**src/vfs_pkg.sv**
```systemverilog
/*
  Constants and types of the special-value unit.
  Assumes four single-precision elements per vector.
*/
package vfs_pkg;

  // ----------------------------------------------------------------
  // Element layout
  // ----------------------------------------------------------------
  localparam int LANES = 4;
  localparam int ELEM_W = 32;
  localparam int VEC_W = 128;
  localparam int SIGN_POS = 31;
  localparam int EXP_MSB = 30;
  localparam int EXP_LSB = 23;
  localparam int FRAC_MSB = 22;
  localparam int EXP_W = 10;
  localparam int SIG_W = 26;
  localparam int SCALE_W = 5;

  // ----------------------------------------------------------------
  // Field values and default results
  // ----------------------------------------------------------------
  localparam logic [7:0] EXP_ALL_ONES = 8'hFF;
  localparam logic [7:0] EXP_ZERO = 8'h00;
  localparam logic [22:0] FRAC_ZERO = 23'h000000;
  localparam logic [22:0] QUIET_MASK = 23'h400000;
  localparam logic [30:0] INF_MAG = 31'h7F800000;
  localparam logic [30:0] ZERO_MAG = 31'h00000000;
  localparam logic [31:0] QNAN_DEFAULT = 32'h7FC00000;
  localparam logic [31:0] NEG_INF = 32'hFF800000;
  localparam logic [31:0] BOUNDS_NAN_RESULT = 32'hC0000000;
  localparam logic [31:0] ZERO_WORD = 32'h00000000;
  localparam logic [31:0] UNS_SAT_POS = 32'hFFFFFFFF;
  localparam logic [31:0] SGN_SAT_POS = 32'h7FFFFFFF;
  localparam logic [31:0] SGN_SAT_NEG = 32'h80000000;

  // ----------------------------------------------------------------
  // Exponent arithmetic
  // ----------------------------------------------------------------
  localparam logic signed [EXP_W:0] EXP_BIAS = 11'sh07F;
  localparam logic signed [EXP_W:0] EXP_MIN_NORMAL = 11'sh001;
  localparam logic signed [EXP_W:0] EXP_INF_BIASED = 11'sh0FF;
  localparam logic signed [EXP_W:0] UNS_LIMIT_EXP = 11'sh020;
  localparam logic signed [EXP_W:0] SGN_LIMIT_EXP = 11'sh01F;
  localparam logic signed [EXP_W:0] ONE_EXP = 11'sh000;

  // ----------------------------------------------------------------
  // Reset values
  // ----------------------------------------------------------------
  localparam logic [VEC_W-1:0] VEC_RST = 128'h0;
  localparam logic SAT_RST = 1'b0;
  localparam logic VALID_RST = 1'b0;

  // ----------------------------------------------------------------
  // Operation codes
  // ----------------------------------------------------------------
  typedef enum logic [3:0] {
    OP_ADD = 4'h0,
    OP_SUB = 4'h1,
    OP_MUL = 4'h2,
    OP_MADD = 4'h3,
    OP_RECIP = 4'h4,
    OP_RSQRT = 4'h5,
    OP_LOG2 = 4'h6,
    OP_CONV_U = 4'h7,
    OP_CONV_S = 4'h8,
    OP_CMP_BOUNDS = 4'h9,
    OP_CMP_OTHER = 4'hA
  } vfs_op_type;

endpackage

```
**src/vfs_classify.sv**
```systemverilog
/*
  Classifies one element and flushes it when asked.
  Assumes inputs come from same-clock logic.
*/
`timescale 1ns/1ps
module vfs_classify
(
  input wire logic [vfs_pkg::ELEM_W-1:0] element,
  input wire logic flushToZeroMode,
  output logic [vfs_pkg::ELEM_W-1:0] flushedElement,
  output logic [vfs_pkg::ELEM_W-1:0] quietedElement,
  output logic isNan,
  output logic isInf,
  output logic isZero
);
  import vfs_pkg::*;

  logic [7:0] expField;
  logic [22:0] fracField;
  logic isDenorm;

  // ----------------------------------------------------------------
  // Field decode
  // ----------------------------------------------------------------
  // The sign bit takes no part in any of these tests.
  assign expField = element[EXP_MSB:EXP_LSB];
  assign fracField = element[FRAC_MSB:0];
  assign isNan = (expField == EXP_ALL_ONES) && (fracField != FRAC_ZERO);
  assign isInf = (expField == EXP_ALL_ONES) && (fracField == FRAC_ZERO);
  assign isDenorm = (expField == EXP_ZERO) && (fracField != FRAC_ZERO);

  // A denormal counts as zero only when flushing is on.
  assign isZero = (expField == EXP_ZERO) && (!isDenorm || flushToZeroMode);

  // Flushed copy keeps the sign so the zero is correctly signed.
  assign flushedElement = (isDenorm && flushToZeroMode) ?
    {element[SIGN_POS], ZERO_MAG} : element;

  // Setting the quiet bit leaves a quiet NaN bit for bit unchanged.
  assign quietedElement = {element[SIGN_POS:EXP_LSB], fracField | QUIET_MASK};

endmodule // vfs_classify

```
**src/vfs_round_pack.sv**
```systemverilog
/*
  Packs an unbounded intermediate into single precision.
  Assumes a normalised significand: hidden bit on top, guard and sticky below.
*/
`timescale 1ns/1ps
module vfs_round_pack
(
  input wire logic intermSign,
  input wire logic signed [vfs_pkg::EXP_W-1:0] intermExp,
  input wire logic [vfs_pkg::SIG_W-1:0] intermSig,
  input wire logic intermZero,
  input wire logic intermInf,
  input wire logic flushToZeroMode,
  output logic [vfs_pkg::ELEM_W-1:0] packedResult
);
  import vfs_pkg::*;

  logic signed [EXP_W:0] biasedExp;
  logic [EXP_W:0] shiftAmount;
  logic [SIG_W-1:0] shiftedSig;
  logic lostBits;
  logic roundUp;
  logic tiny;
  logic [30:0] magField;

  // ----------------------------------------------------------------
  // Round to nearest even, denormalising first when tiny
  // ----------------------------------------------------------------
  // Tininess is judged on the exponent before rounding.
  always_comb
  begin
    biasedExp = {intermExp[EXP_W-1], intermExp} + EXP_BIAS;
    tiny = !intermZero && (biasedExp < EXP_MIN_NORMAL);
    shiftAmount = tiny ? (EXP_W + 1)'(EXP_MIN_NORMAL - biasedExp) : '0;
    shiftedSig = intermSig >> shiftAmount;
    lostBits = |(intermSig & ~({SIG_W{1'b1}} << shiftAmount));
    roundUp = shiftedSig[1] && (shiftedSig[0] || lostBits || shiftedSig[2]);
    magField = tiny ? {EXP_ZERO, shiftedSig[24:2]} : {biasedExp[7:0], shiftedSig[24:2]};
    // A carry out of the fraction walks into the exponent, up to infinity.
    magField = magField + 31'(roundUp);
    if (intermZero)
    begin
      packedResult = {intermSign, ZERO_MAG};
    end
    else if (intermInf || biasedExp >= EXP_INF_BIASED)
    begin
      packedResult = {intermSign, INF_MAG};
    end
    else if (tiny && flushToZeroMode)
    begin
      packedResult = {intermSign, ZERO_MAG};
    end
    else
    begin
      packedResult = {intermSign, magField};
    end
  end

endmodule // vfs_round_pack

```
**src/vfs_special_value_unit.sv**
```systemverilog
/*
  Special-value substitution for four single-precision lanes.
  Sticky saturation flag.
  Assumes same-clock inputs, core results arriving with their operands.
*/
`timescale 1ns/1ps
module vfs_special_value_unit
(
  input wire logic clk,
  input wire logic rst,
  input wire logic opValid,
  input wire vfs_pkg::vfs_op_type opCode,
  input wire logic flushToZeroMode,
  input wire logic [vfs_pkg::SCALE_W-1:0] scaleImmediate,
  input wire logic [vfs_pkg::VEC_W-1:0] firstSourceOperand,
  input wire logic [vfs_pkg::VEC_W-1:0] secondSourceOperand,
  input wire logic [vfs_pkg::VEC_W-1:0] thirdSourceOperand,
  input wire logic [vfs_pkg::VEC_W-1:0] coreResult,
  input wire logic [vfs_pkg::LANES-1:0] intermSign,
  input wire logic [vfs_pkg::LANES*vfs_pkg::EXP_W-1:0] intermExp,
  input wire logic [vfs_pkg::LANES*vfs_pkg::SIG_W-1:0] intermSig,
  input wire logic [vfs_pkg::LANES-1:0] intermZero,
  input wire logic [vfs_pkg::LANES-1:0] intermInf,
  input wire logic satClear,
  output logic resultValid,
  output logic [vfs_pkg::VEC_W-1:0] resultData,
  output logic [vfs_pkg::VEC_W-1:0] flushedFirst,
  output logic [vfs_pkg::VEC_W-1:0] flushedSecond,
  output logic [vfs_pkg::VEC_W-1:0] flushedThird,
  output logic saturationFlag
);
  import vfs_pkg::*;

  logic [VEC_W-1:0] laneResult;
  logic [LANES-1:0] laneSatHit;
  logic [VEC_W-1:0] flushedFirstComb;
  logic [VEC_W-1:0] flushedSecondComb;
  logic [VEC_W-1:0] flushedThirdComb;
  logic isConvOp;
  logic satSet;
  logic resultValid_reg;
  logic [VEC_W-1:0] resultData_reg;
  logic [VEC_W-1:0] flushedFirst_reg;
  logic [VEC_W-1:0] flushedSecond_reg;
  logic [VEC_W-1:0] flushedThird_reg;
  logic saturationFlag_reg;

  // ----------------------------------------------------------------
  // Per-lane datapath
  // ----------------------------------------------------------------
  // Lanes share no logic, so no lane sees another lane's operands.
  for (genvar lane = 0; lane < LANES; lane++)
  begin : gLane
    logic [ELEM_W-1:0] elemA, elemB, elemC;
    logic [ELEM_W-1:0] quietA, quietB, quietC;
    logic [ELEM_W-1:0] rounded, coreElem, result;
    logic nanA, nanB, nanC;
    logic infA, infB, infC;
    logic zeroA, zeroB, zeroC;
    logic sA, sB, sC;
    logic invalidOp, ovfUns, ovfSgn, satHit;
    logic signed [EXP_W:0] scaledExp;

    vfs_classify uClassA (
      .element(firstSourceOperand[lane*ELEM_W +: ELEM_W]),
      .flushToZeroMode,
      .flushedElement(elemA),
      .quietedElement(quietA),
      .isNan(nanA),
      .isInf(infA),
      .isZero(zeroA)
    );

    vfs_classify uClassB (
      .element(secondSourceOperand[lane*ELEM_W +: ELEM_W]),
      .flushToZeroMode,
      .flushedElement(elemB),
      .quietedElement(quietB),
      .isNan(nanB),
      .isInf(infB),
      .isZero(zeroB)
    );

    vfs_classify uClassC (
      .element(thirdSourceOperand[lane*ELEM_W +: ELEM_W]),
      .flushToZeroMode,
      .flushedElement(elemC),
      .quietedElement(quietC),
      .isNan(nanC),
      .isInf(infC),
      .isZero(zeroC)
    );

    vfs_round_pack uRound (
      .intermSign(intermSign[lane]),
      .intermExp(intermExp[lane*EXP_W +: EXP_W]),
      .intermSig(intermSig[lane*SIG_W +: SIG_W]),
      .intermZero(intermZero[lane]),
      .intermInf(intermInf[lane]),
      .flushToZeroMode,
      .packedResult(rounded)
    );

    assign sA = elemA[SIGN_POS];
    assign sB = elemB[SIGN_POS];
    assign sC = elemC[SIGN_POS];
    assign coreElem = coreResult[lane*ELEM_W +: ELEM_W];

    // Invalid: cancelling infinities, or infinity times zero. Fused is first*third+second.
    always_comb
    begin
      invalidOp = 1'b0;
      case (opCode)
        OP_ADD: invalidOp = infA && infB && (sA != sB);
        OP_SUB: invalidOp = infA && infB && (sA == sB);
        OP_MUL: invalidOp = (infA && zeroB) || (zeroA && infB);
        OP_MADD:
        begin
          invalidOp = (infA && zeroC) || (zeroA && infC) ||
            ((infA || infC) && !zeroA && !zeroC && infB && ((sA ^ sC) != sB));
        end
        default: invalidOp = 1'b0;
      endcase
    end

    // Scaled-exponent range check; zero or denormal sources never overflow.
    always_comb
    begin
      scaledExp = $signed({3'b000, elemA[EXP_MSB:EXP_LSB]}) - EXP_BIAS +
        $signed({6'b000000, scaleImmediate});
      ovfUns = infA || (!zeroA && elemA[EXP_MSB:EXP_LSB] != EXP_ZERO &&
        (sA ? (scaledExp >= ONE_EXP) : (scaledExp >= UNS_LIMIT_EXP)));
      ovfSgn = infA || (elemA[EXP_MSB:EXP_LSB] != EXP_ZERO && (scaledExp > SGN_LIMIT_EXP ||
        (scaledExp == SGN_LIMIT_EXP && (!sA || elemA[FRAC_MSB:0] != FRAC_ZERO))));
    end

    // No path traps; an exception only swaps in a default value.
    always_comb
    begin
      result = coreElem;
      satHit = 1'b0;
      case (opCode)
        OP_ADD, OP_SUB, OP_MUL, OP_MADD:
        begin
          if (nanA)
            result = quietA;
          else if (nanB)
            result = quietB;
          else if (nanC && opCode == OP_MADD)
            result = quietC;
          else if (invalidOp)
            result = QNAN_DEFAULT;
          else
            result = rounded;
        end
        OP_RECIP:
        begin
          if (nanA)
            result = quietA;
          else if (zeroA)
            result = {sA, INF_MAG};
        end
        OP_RSQRT:
        begin
          if (nanA)
            result = quietA;
          else if (zeroA)
            result = {sA, INF_MAG};
          else if (sA)
            result = QNAN_DEFAULT;
        end
        OP_LOG2:
        begin
          if (nanA)
            result = quietA;
          else if (zeroA)
            result = NEG_INF;
          else if (sA)
            result = QNAN_DEFAULT;
        end
        OP_CONV_U:
        begin
          if (nanA)
            result = ZERO_WORD;
          else if (ovfUns)
          begin
            result = sA ? ZERO_WORD : UNS_SAT_POS;
            satHit = 1'b1;
          end
        end
        OP_CONV_S:
        begin
          if (nanA)
            result = ZERO_WORD;
          else if (ovfSgn)
          begin
            result = sA ? SGN_SAT_NEG : SGN_SAT_POS;
            satHit = 1'b1;
          end
        end
        OP_CMP_BOUNDS:
        begin
          if (nanA || nanB)
            result = BOUNDS_NAN_RESULT;
        end
        OP_CMP_OTHER:
        begin
          if (nanA || nanB)
            result = ZERO_WORD;
        end
        default: result = coreElem;
      endcase
    end

    assign laneResult[lane*ELEM_W +: ELEM_W] = result;
    assign laneSatHit[lane] = satHit;
    assign flushedFirstComb[lane*ELEM_W +: ELEM_W] = elemA;
    assign flushedSecondComb[lane*ELEM_W +: ELEM_W] = elemB;
    assign flushedThirdComb[lane*ELEM_W +: ELEM_W] = elemC;
  end

  // ----------------------------------------------------------------
  // Result register
  // ----------------------------------------------------------------
  // Data loads only with a valid operation, so it holds while idle.
  always_ff @(posedge clk or posedge rst)
  begin
    if (rst)
    begin
      resultValid_reg <= VALID_RST;
      resultData_reg <= VEC_RST;
    end
    else
    begin
      resultValid_reg <= opValid;
      if (opValid)
        resultData_reg <= laneResult;
    end
  end

  // ----------------------------------------------------------------
  // Flushed operand register
  // ----------------------------------------------------------------
  // Cores take flushed sources a cycle late, off their critical path.
  always_ff @(posedge clk or posedge rst)
  begin
    if (rst)
    begin
      flushedFirst_reg <= VEC_RST;
      flushedSecond_reg <= VEC_RST;
      flushedThird_reg <= VEC_RST;
    end
    else
    begin
      flushedFirst_reg <= flushedFirstComb;
      flushedSecond_reg <= flushedSecondComb;
      flushedThird_reg <= flushedThirdComb;
    end
  end

  // ----------------------------------------------------------------
  // Sticky saturation flag
  // ----------------------------------------------------------------
  // A saturating lane in the clearing cycle wins, so no event is lost.
  assign isConvOp = (opCode == OP_CONV_U) || (opCode == OP_CONV_S);
  assign satSet = opValid && isConvOp && (|laneSatHit);

  always_ff @(posedge clk or posedge rst)
  begin
    if (rst)
      saturationFlag_reg <= SAT_RST;
    else if (satSet)
      saturationFlag_reg <= 1'b1;
    else if (satClear)
      saturationFlag_reg <= 1'b0;
  end

  // ----------------------------------------------------------------
  // Outputs
  // ----------------------------------------------------------------
  assign resultValid = resultValid_reg;
  assign resultData = resultData_reg;
  assign flushedFirst = flushedFirst_reg;
  assign flushedSecond = flushedSecond_reg;
  assign flushedThird = flushedThird_reg;
  assign saturationFlag = saturationFlag_reg;

endmodule // vfs_special_value_unit

```
**config.mk**
```make
export PLATFORM = sky130hd
export DESIGN_NAME = vfs_special_value_unit
export DESIGN_NICKNAME = d
export VERILOG_FILES = /design/src/vfs_pkg.sv /design/src/vfs_classify.sv /design/src/vfs_round_pack.sv /design/src/vfs_special_value_unit.sv
export SDC_FILE = /design/constraint.sdc
export NUM_CORES = 2
export LEC_CHECK = 0
export ABC_AREA = 1
export BUFFER_PORTS_ARGS = -buffer_cell sky130_fd_sc_hd__buf_2
export CAP_MARGIN = 20
export CORE_AREA = 4 4 465 467
export CTS_BUF_LIST = sky130_fd_sc_hd__clkbuf_4 sky130_fd_sc_hd__clkbuf_8
export DETAILED_ROUTE_END_ITERATION = 10
export DIE_AREA = 0 0 469 471
export GPL_ROUTABILITY_DRIVEN = 0
export PLACE_DENSITY = 0.47
export SYNTH_ARGS = -nofsm -noshare
export SYNTH_HDL_FRONTEND = slang
export SYNTH_SLANG_ARGS = --single-unit
```
**constraint.sdc**
```tcl
create_clock -name clk -period 30.8 [get_ports clk]
set_input_delay 0 -clock clk [delete_from_list [all_inputs] [get_ports clk]]
set_output_delay 0 -clock clk [all_outputs]
set_load 0.05 [all_outputs]
```
Word-level counts from Yosys, hierarchy flattened
Cells that the tools add are included.
{"block": "op_classes", "bitwise_logic": 12, "addsub": 20, "shift": 8, "n_eq_ne": 38, "n_reduce_logical": 279, "n_mux": 142, "magnitude_cmp": 20}
{"op": "two-way mux 32 bit", "n": 76}
{"op": "case mux 32 bit (8 select lines)", "n": 4}
{"op": "two-way mux 31 bit", "n": 28}
{"op": "nonzero test 23 bit", "n": 16}
{"op": "zero test 23 bit", "n": 12}
{"op": "logical AND 1 bit", "n": 138}
{"op": "adder 31 x 1 -> 31 bit", "n": 4}
{"op": "AND 26 bit", "n": 4}
{"op": "inverter 26 bit", "n": 4}
{"op": "OR reduction 26 bit", "n": 4}
{"op": "left shift 26 x 11 -> 26 bit, first input constant", "n": 4}
{"op": "right shift 26 x 11 -> 25 bit", "n": 4}
{"op": "equality test 8 bit, second input constant", "n": 12}
{"op": "zero test 8 bit", "n": 12}
{"op": "logical OR 1 bit", "n": 61}
{"op": "adder 10 x 8 -> 11 bit, second input constant", "n": 4}
{"op": "greater-or-equal comparator 11 x 9 -> 1 bit, second input constant", "n": 4}
{"op": "less-than comparator 11 x 2 -> 1 bit, second input constant", "n": 4}
{"op": "two-way mux 11 bit", "n": 4}
{"op": "subtractor 2 x 11 -> 11 bit, first input constant", "n": 4}
{"op": "adder 9 x 6 -> 10 bit", "n": 4}
{"op": "equality test 10 x 6 -> 1 bit, second input constant", "n": 4}
{"op": "greater-or-equal comparator 10 x 1 -> 1 bit, second input constant", "n": 4}
{"op": "greater-or-equal comparator 10 x 7 -> 1 bit, second input constant", "n": 4}
{"op": "other kinds (17)", "n": 100}
{"block": "word_totals", "register_bits": 514, "input_bits": 682, "out_inout_bits": 514}

Longest topological paths before layout
{"block": "depth", "depth_word": 20, "depth_mapped": 41, "ltp_nobuf": 39}

Cells and area by module
From an unflattened synthesis, not the netlist that was laid out.
{"block": "unflattened", "cells_unflattened": 8918, "area_unflattened_um2": 55200.4}
{"module": "vfs_special_value_unit", "area_each_um2": 31357.6, "instances": 1, "cells_per_inst": 4298, "seq_area_each_um2": 12862.3}
{"module": "vfs_round_pack", "area_each_um2": 3592.2, "instances": 4, "cells_per_inst": 768, "seq_area_each_um2": 0.0}
{"module": "vfs_classify", "area_each_um2": 789.5, "instances": 12, "cells_per_inst": 129, "seq_area_each_um2": 0.0}

Worst setup path before layout
Ideal clock, no wire load.
{"block": "synth_timing", "kind": "input to register", "start": "input port intermExp[10] (netlist name)", "end": "register resultData_reg[48] (netlist: resultData[48])", "required_time_ns": 30.681, "stages": 37, "path_buffers": 3, "arrival_ns": 3.802, "slack_ns": 26.879, "cell_sequence": "buf_6 inv_4 ha_1 inv_1 nor2_1 nor2_1 ha_1 inv_1 nor2_1 nand3_1 nor2_2 nand2_1 nand2_1 nand3_2 nand2_1 buf_4 buf_4 nand3_1 nand3_1 o21ai_0 nand2_1 nand3_1 nand3_1 nand2_1 nor2_4 ha_1 nand2_1 nor2_1 nand2_2 nor3_2 nand2_1 o21ai_0 o21ai_1 nand2_1 nand3_1 o21ai_1 inv_1"}
{"block": "synth_between", "elab_chain_len": 20, "word_cells_on_any_way": 26, "cone_classes": "3 x add/sub; 2 x order compare; 2 x shift; 10 x mux; 2 x bitwise; 7 x reduce/logical"}
{"element": "start, declared", "line": "vfs_special_value_unit.sv:20", "rtl": "input wire logic [vfs_pkg::LANES*vfs_pkg::EXP_W-1:0] intermExp,"}
{"element": "adder 10 x 8 -> 11 bit *", "line": "vfs_round_pack.sv:32", "rtl": "biasedExp = {intermExp[EXP_W-1], intermExp} + EXP_BIAS;"}
{"element": "less-than comparator 11 x 2 -> 1 bit", "line": "vfs_round_pack.sv:33", "rtl": "tiny = !intermZero && (biasedExp < EXP_MIN_NORMAL);"}
{"element": "logical AND 1 bit", "line": "vfs_round_pack.sv:33"}
{"element": "two-way mux 11 bit", "line": "vfs_round_pack.sv:34", "rtl": "shiftAmount = tiny ? (EXP_W + 1)'(EXP_MIN_NORMAL - biasedExp) : '0;"}
{"element": "left shift 26 x 11 -> 26 bit", "line": "vfs_round_pack.sv:36", "rtl": "lostBits = |(intermSig & ~({SIG_W{1'b1}} << shiftAmount));"}
{"element": "inverter 26 bit", "line": "vfs_round_pack.sv:36"}
{"element": "AND 26 bit", "line": "vfs_round_pack.sv:36"}
{"element": "OR reduction 26 bit", "line": "vfs_round_pack.sv:36"}
{"element": "[... 4 more ...]"}
{"element": "two-way mux 31 bit", "line": "vfs_round_pack.sv:49", "rtl": "else if (tiny && flushToZeroMode)"}
{"element": "two-way mux 31 bit *", "line": "vfs_round_pack.sv:45", "rtl": "else if (intermInf || biasedExp >= EXP_INF_BIASED)"}
{"element": "two-way mux 31 bit *", "line": "vfs_round_pack.sv:41", "rtl": "if (intermZero)"}
{"element": "two-way mux 32 bit *", "line": "vfs_special_value_unit.sv:151", "rtl": "else if (invalidOp)"}
{"element": "two-way mux 32 bit *", "line": "vfs_special_value_unit.sv:149", "rtl": "else if (nanC && opCode == OP_MADD)"}
{"element": "two-way mux 32 bit *", "line": "vfs_special_value_unit.sv:147", "rtl": "else if (nanB)"}
{"element": "two-way mux 32 bit *", "line": "vfs_special_value_unit.sv:145", "rtl": "if (nanA)"}
{"element": "case mux 32 bit (8 select lines) *", "line": "vfs_special_value_unit.sv:142", "rtl": "case (opCode)"}
{"element": "end signal, assigned", "line": "vfs_special_value_unit.sv:237", "rtl": "resultData_reg <= laneResult;"}
{"element": "end, declared", "line": "vfs_special_value_unit.sv:42", "rtl": "logic [VEC_W-1:0] resultData_reg;"}
Mark *: on every way between the ends. The rest lies on a longest branch, timed or not.
A chain may end at the register's enable or synchronous reset.

Final worst setup path
{"block": "layout_timing", "start": "input port firstSourceOperand[115] (netlist name)", "end": "register resultData_reg[105] (netlist: resultData[105])"}
{"block": "layout_between", "elab_chain_len": 17, "word_cells_on_any_way": 62, "cone_classes": "2 x add/sub; 3 x order compare; 1 x eq/ne; 20 x mux; 36 x reduce/logical"}
{"element": "start, declared", "line": "vfs_special_value_unit.sv:15", "rtl": "input wire logic [vfs_pkg::VEC_W-1:0] firstSourceOperand,"}
{"element": "branches (longest 16 deep; another with adder 9 x 6 -> 10 bit)"}
{"element": "case mux 32 bit (8 select lines) *", "line": "vfs_special_value_unit.sv:142"}
Mark *: on every way between the ends.

==> metrics.md <==
| Metric | Value |
|---|---|
| Warnings from Yosys | `0` |
| Synth top area cells | `dfrtp_1 29%, nand2_1 15%, nand3_1 8.9%, inv_1 7.6%, nor2_1 6.6%` |
| Endpoints failing hold | `0` |
| Most frequent cell on the critical path | `dlygate4sd3_1` |
| Crit path kind | `input pin to flop` |
| Synth Register Bits | `just over 500` |
| Die X | `approximately 470 um` |
| Initial antenna violation count | `73` |
| Syn avg cell area | `6.11 um2` |
| Rows | `169` |
| Tot Pwr | `0.00267 W` |
| RSZ-0062 raised after global routing | `no` |
| Commonest cells in the netlist | `1747 x nand2_1, 891 x inv_1, 779 x nand3_1` |
| Ys async rst share | `100%` |
| Mapped Nets | `around 7900` |
| Worst Path Required | `31.63 ns` |
| Vias in the first global route | `about 59000` |
| Design area | `around 65000 um2` |
| Cells along the critical path | `dlygate4sd3_1 -> buf_2 -> dlygate4sd3_1 -> inv_1 -> nand4_1 -> nor4_1 -> nand4_1 -> nand2_2 -> buf_4 -> nand2_1 -> nor2_1 -> inv_1 -> nand2_1 -> a21oi_1 -> nand4_1 -> dlygate4sd3_1 -> o21ai_1 -> dlygate4sd3_1 -> inv_1` |
| Util after Layout | `30.9%` |
| Top cell type by total area after synthesis | `dfrtp_1` |
| Pwr per Cell Area | `40.7 nW/um2` |
| Worst Tran Pin Value | `roughly 1.2 ns` |
| Iter 0 DRT Violations | `just under 7000` |
| Leakage | `around 32 nW` |
| Status | `complete, no violations` |
| First-pass GRT wire length | `429 mm` |
| Max Clock Skew | `0 ns` |
| Min cycle time layout | `~7.6 ns` |
| Synth top area share | `29.4%` |
| Total core area | `~210000 um2` |
| Max-slew violations | `0` |
| CTS Sinks | `514` |
| Routed wire per std cell | `25.2 um` |
| Die Y | `471 um` |
| Gr ovfl total | `0` |
| Dominant synthesized flop cell | `dfrtp_1` |
| Hold Path Class | `input pin to flop` |
| Area growth, synth to finish | `49.7%` |
| Drc violations | `0` |
| Max-slew headroom | `17.6%` |
| Synth unique cells | `76` |
| Total CTS buffers | `108` |
| Clk slew on worst S/H paths | `0.06 ns` |
| Family with the most delay on the worst path | `simple AND/OR/NAND/NOR gates` |
| Fmax | `132 MHz` |
| Layout cells sized above 1 | `a little under a fifth` |
| Initial Utilization | `20.7%` |
| Crit path launch type | `input pin` |
| H-tree Lvls | `3` |
| Gr usage total | `26.4%` |
| VDD IR max | `0.0348 mV` |
| Bufs on Longest Clock Path | `3` |
| Vias | `between 60000 and 70000` |
| Tcrit/Tclk final | `between 20 and 25%` |
| Drt pass-1 iters | `8` |
| Post-CTS sizing | `0` |
| Setup-failing EPs final | `0` |
| Most common cell in the netlist | `nand2_1` |
| Clk Tree Root Cell | `clkbuf_8` |
| Mapped Area | `around 44000 um2` |
| Max_cap viols | `0` |
| Post-synth EDFFs | `0` |
| Largest net degree at the start of global routing | `114` |
| CTS tree | `built` |
| CP max stage delay | `0.94 ns` |
| Postcts setup bufs | `0` |
| Worst path bufs/invs | `9` |
| Sequential element share of the synthesized area | `between 20% and 30%` |
| Detailed-placement wirelength estimate | `~240 mm` |
| CP Max Fanout | `75` |
| Top Ports | `1196` |
| Die area | `221000 um2` |
| CP arrival | `approximately 8.4 ns` |
| Final nets | `9911` |
| Worst-Skew Late Latency | `between 0.8 and 0.9 ns` |
| Placed Area | `52300 um2` |
| Final WL | `306 mm` |
| Cells after synthesis | `approximately 7000` |
| Critical Path Sink Type | `flop` |
| Number of buffers added on ports | `1195` |
| Slowest CP cell | `nor4_1` |
| Routed Antenna Nets | `0` |
| Setup_tns | `0 ns` |
| Avg Vias per Cell | `5.04` |
## metal layers
| metal | track usage [%] | part of all wire [%] |
|---|---|---|
| met2 | 43.9 | 46 |
| met1 | 31.6 | 38 |
| met4 | 13.3 | 5.7 |
| met5 | 0 | 0.071 |
| met3 | 6.15 | 9.4 |
## kinds of logic (layout without fill, tap and decap cells)
kind of cell | Yosys count | in the layout | synth area share, %
adder cells (fa/ha/maj) | 52 | 52 | 1.56
buffers and inverters | 1335 | 3450 | 11.8
XOR/XNOR | 57 | 57 | 1.25
AO/OA/AOI/OAI | 1393 | 1393 | 17.5
AND/OR/NAND/NOR | 3805 | 3805 | 38.5
other | 0 | 56 | 0
flip-flops | 514 | 514 | 29.4
## stage by stage
stage                     setup WS [ns]  hold WS (ns)  std cells
after floorplan                   16.44        0.0314       7156
after global placement            24.70         0.129      10800
after detailed placement          24.75         0.131      10800
after CTS                         23.70       0.00113      12100
after global routing              23.18        0.0424      12100
final                             23.20        0.0966      12100
## layout by cell type, fill, tap and decap left out, types with 40 or more instances in the layout
cell           instances
diode_2               56
nand4_1              187
o21ai_0              544
nor4_1                47
inv_1                888
nor3_1                61
nor2_2                54
dlygate4sd3_1       1042
nand2_1             1743
o21ai_1              112
nand3_1              779
nor2_1               766
ha_1                  48
buf_4                 70
dfrtp_1              514
a31oi_1               89
clkbuf_8             130
a21oi_1              442
xor2_1                40
buf_2               1195
## report_power, final
part	total, W	internal, W	leakage (nW)	switching [W]
registers	0.000756	0.000724	6.05	0.0000315
clock network	0.000910	0.000514	1.32	0.000396
logic	0.00100	0.000302	24.7	0.000699
## cell type report
type / count / area, um2
sequential: 514 / 12900
timing repair buffer: 2312 / 17000
multi-input combinational: 5307 / 25800
clock buffer: 150 / 1940
clock inverter: 54 / 654
fill: 23200 / 146000
antenna: 56 / 140
inverter: 934 / 3520
tap: 2821 / 3530
## what timing repair did
item	4_1_cts	5_1_grt
hold endpoints to repair	647	0
hold buffers	1042	0
endpoints found under the setup margin	0	0
## final timing paths
| kind | from | end | slack [ns] | cells past startpoint |
|---|---|---|---|---|
| setup / recovery | firstSourceOperand[115] | resultData[105] | 23.20 | 19 |
| hold / removal | secondSourceOperand[4] | flushedSecond[4] | 0.1 | 4 |
| setup reg to reg | resultData[106] | resultData[106] | 29.31 | 4 |
| hold reg to reg | resultData[60] | resultData[60] | 0.48 | 2 |
| max in group asynchronous | rst | flushedFirst[127] | 27.63 | 7 |
| min in group asynchronous | rst | flushedSecond[21] | 0.47 | 4 |
## tightest hold or removal path, delay by kind of cell
family,cells,cell delay [ns]
buffers and inverters,3,0.79
and+or+nand+nor,1,0.14
(Power assumes the default switching activity.)
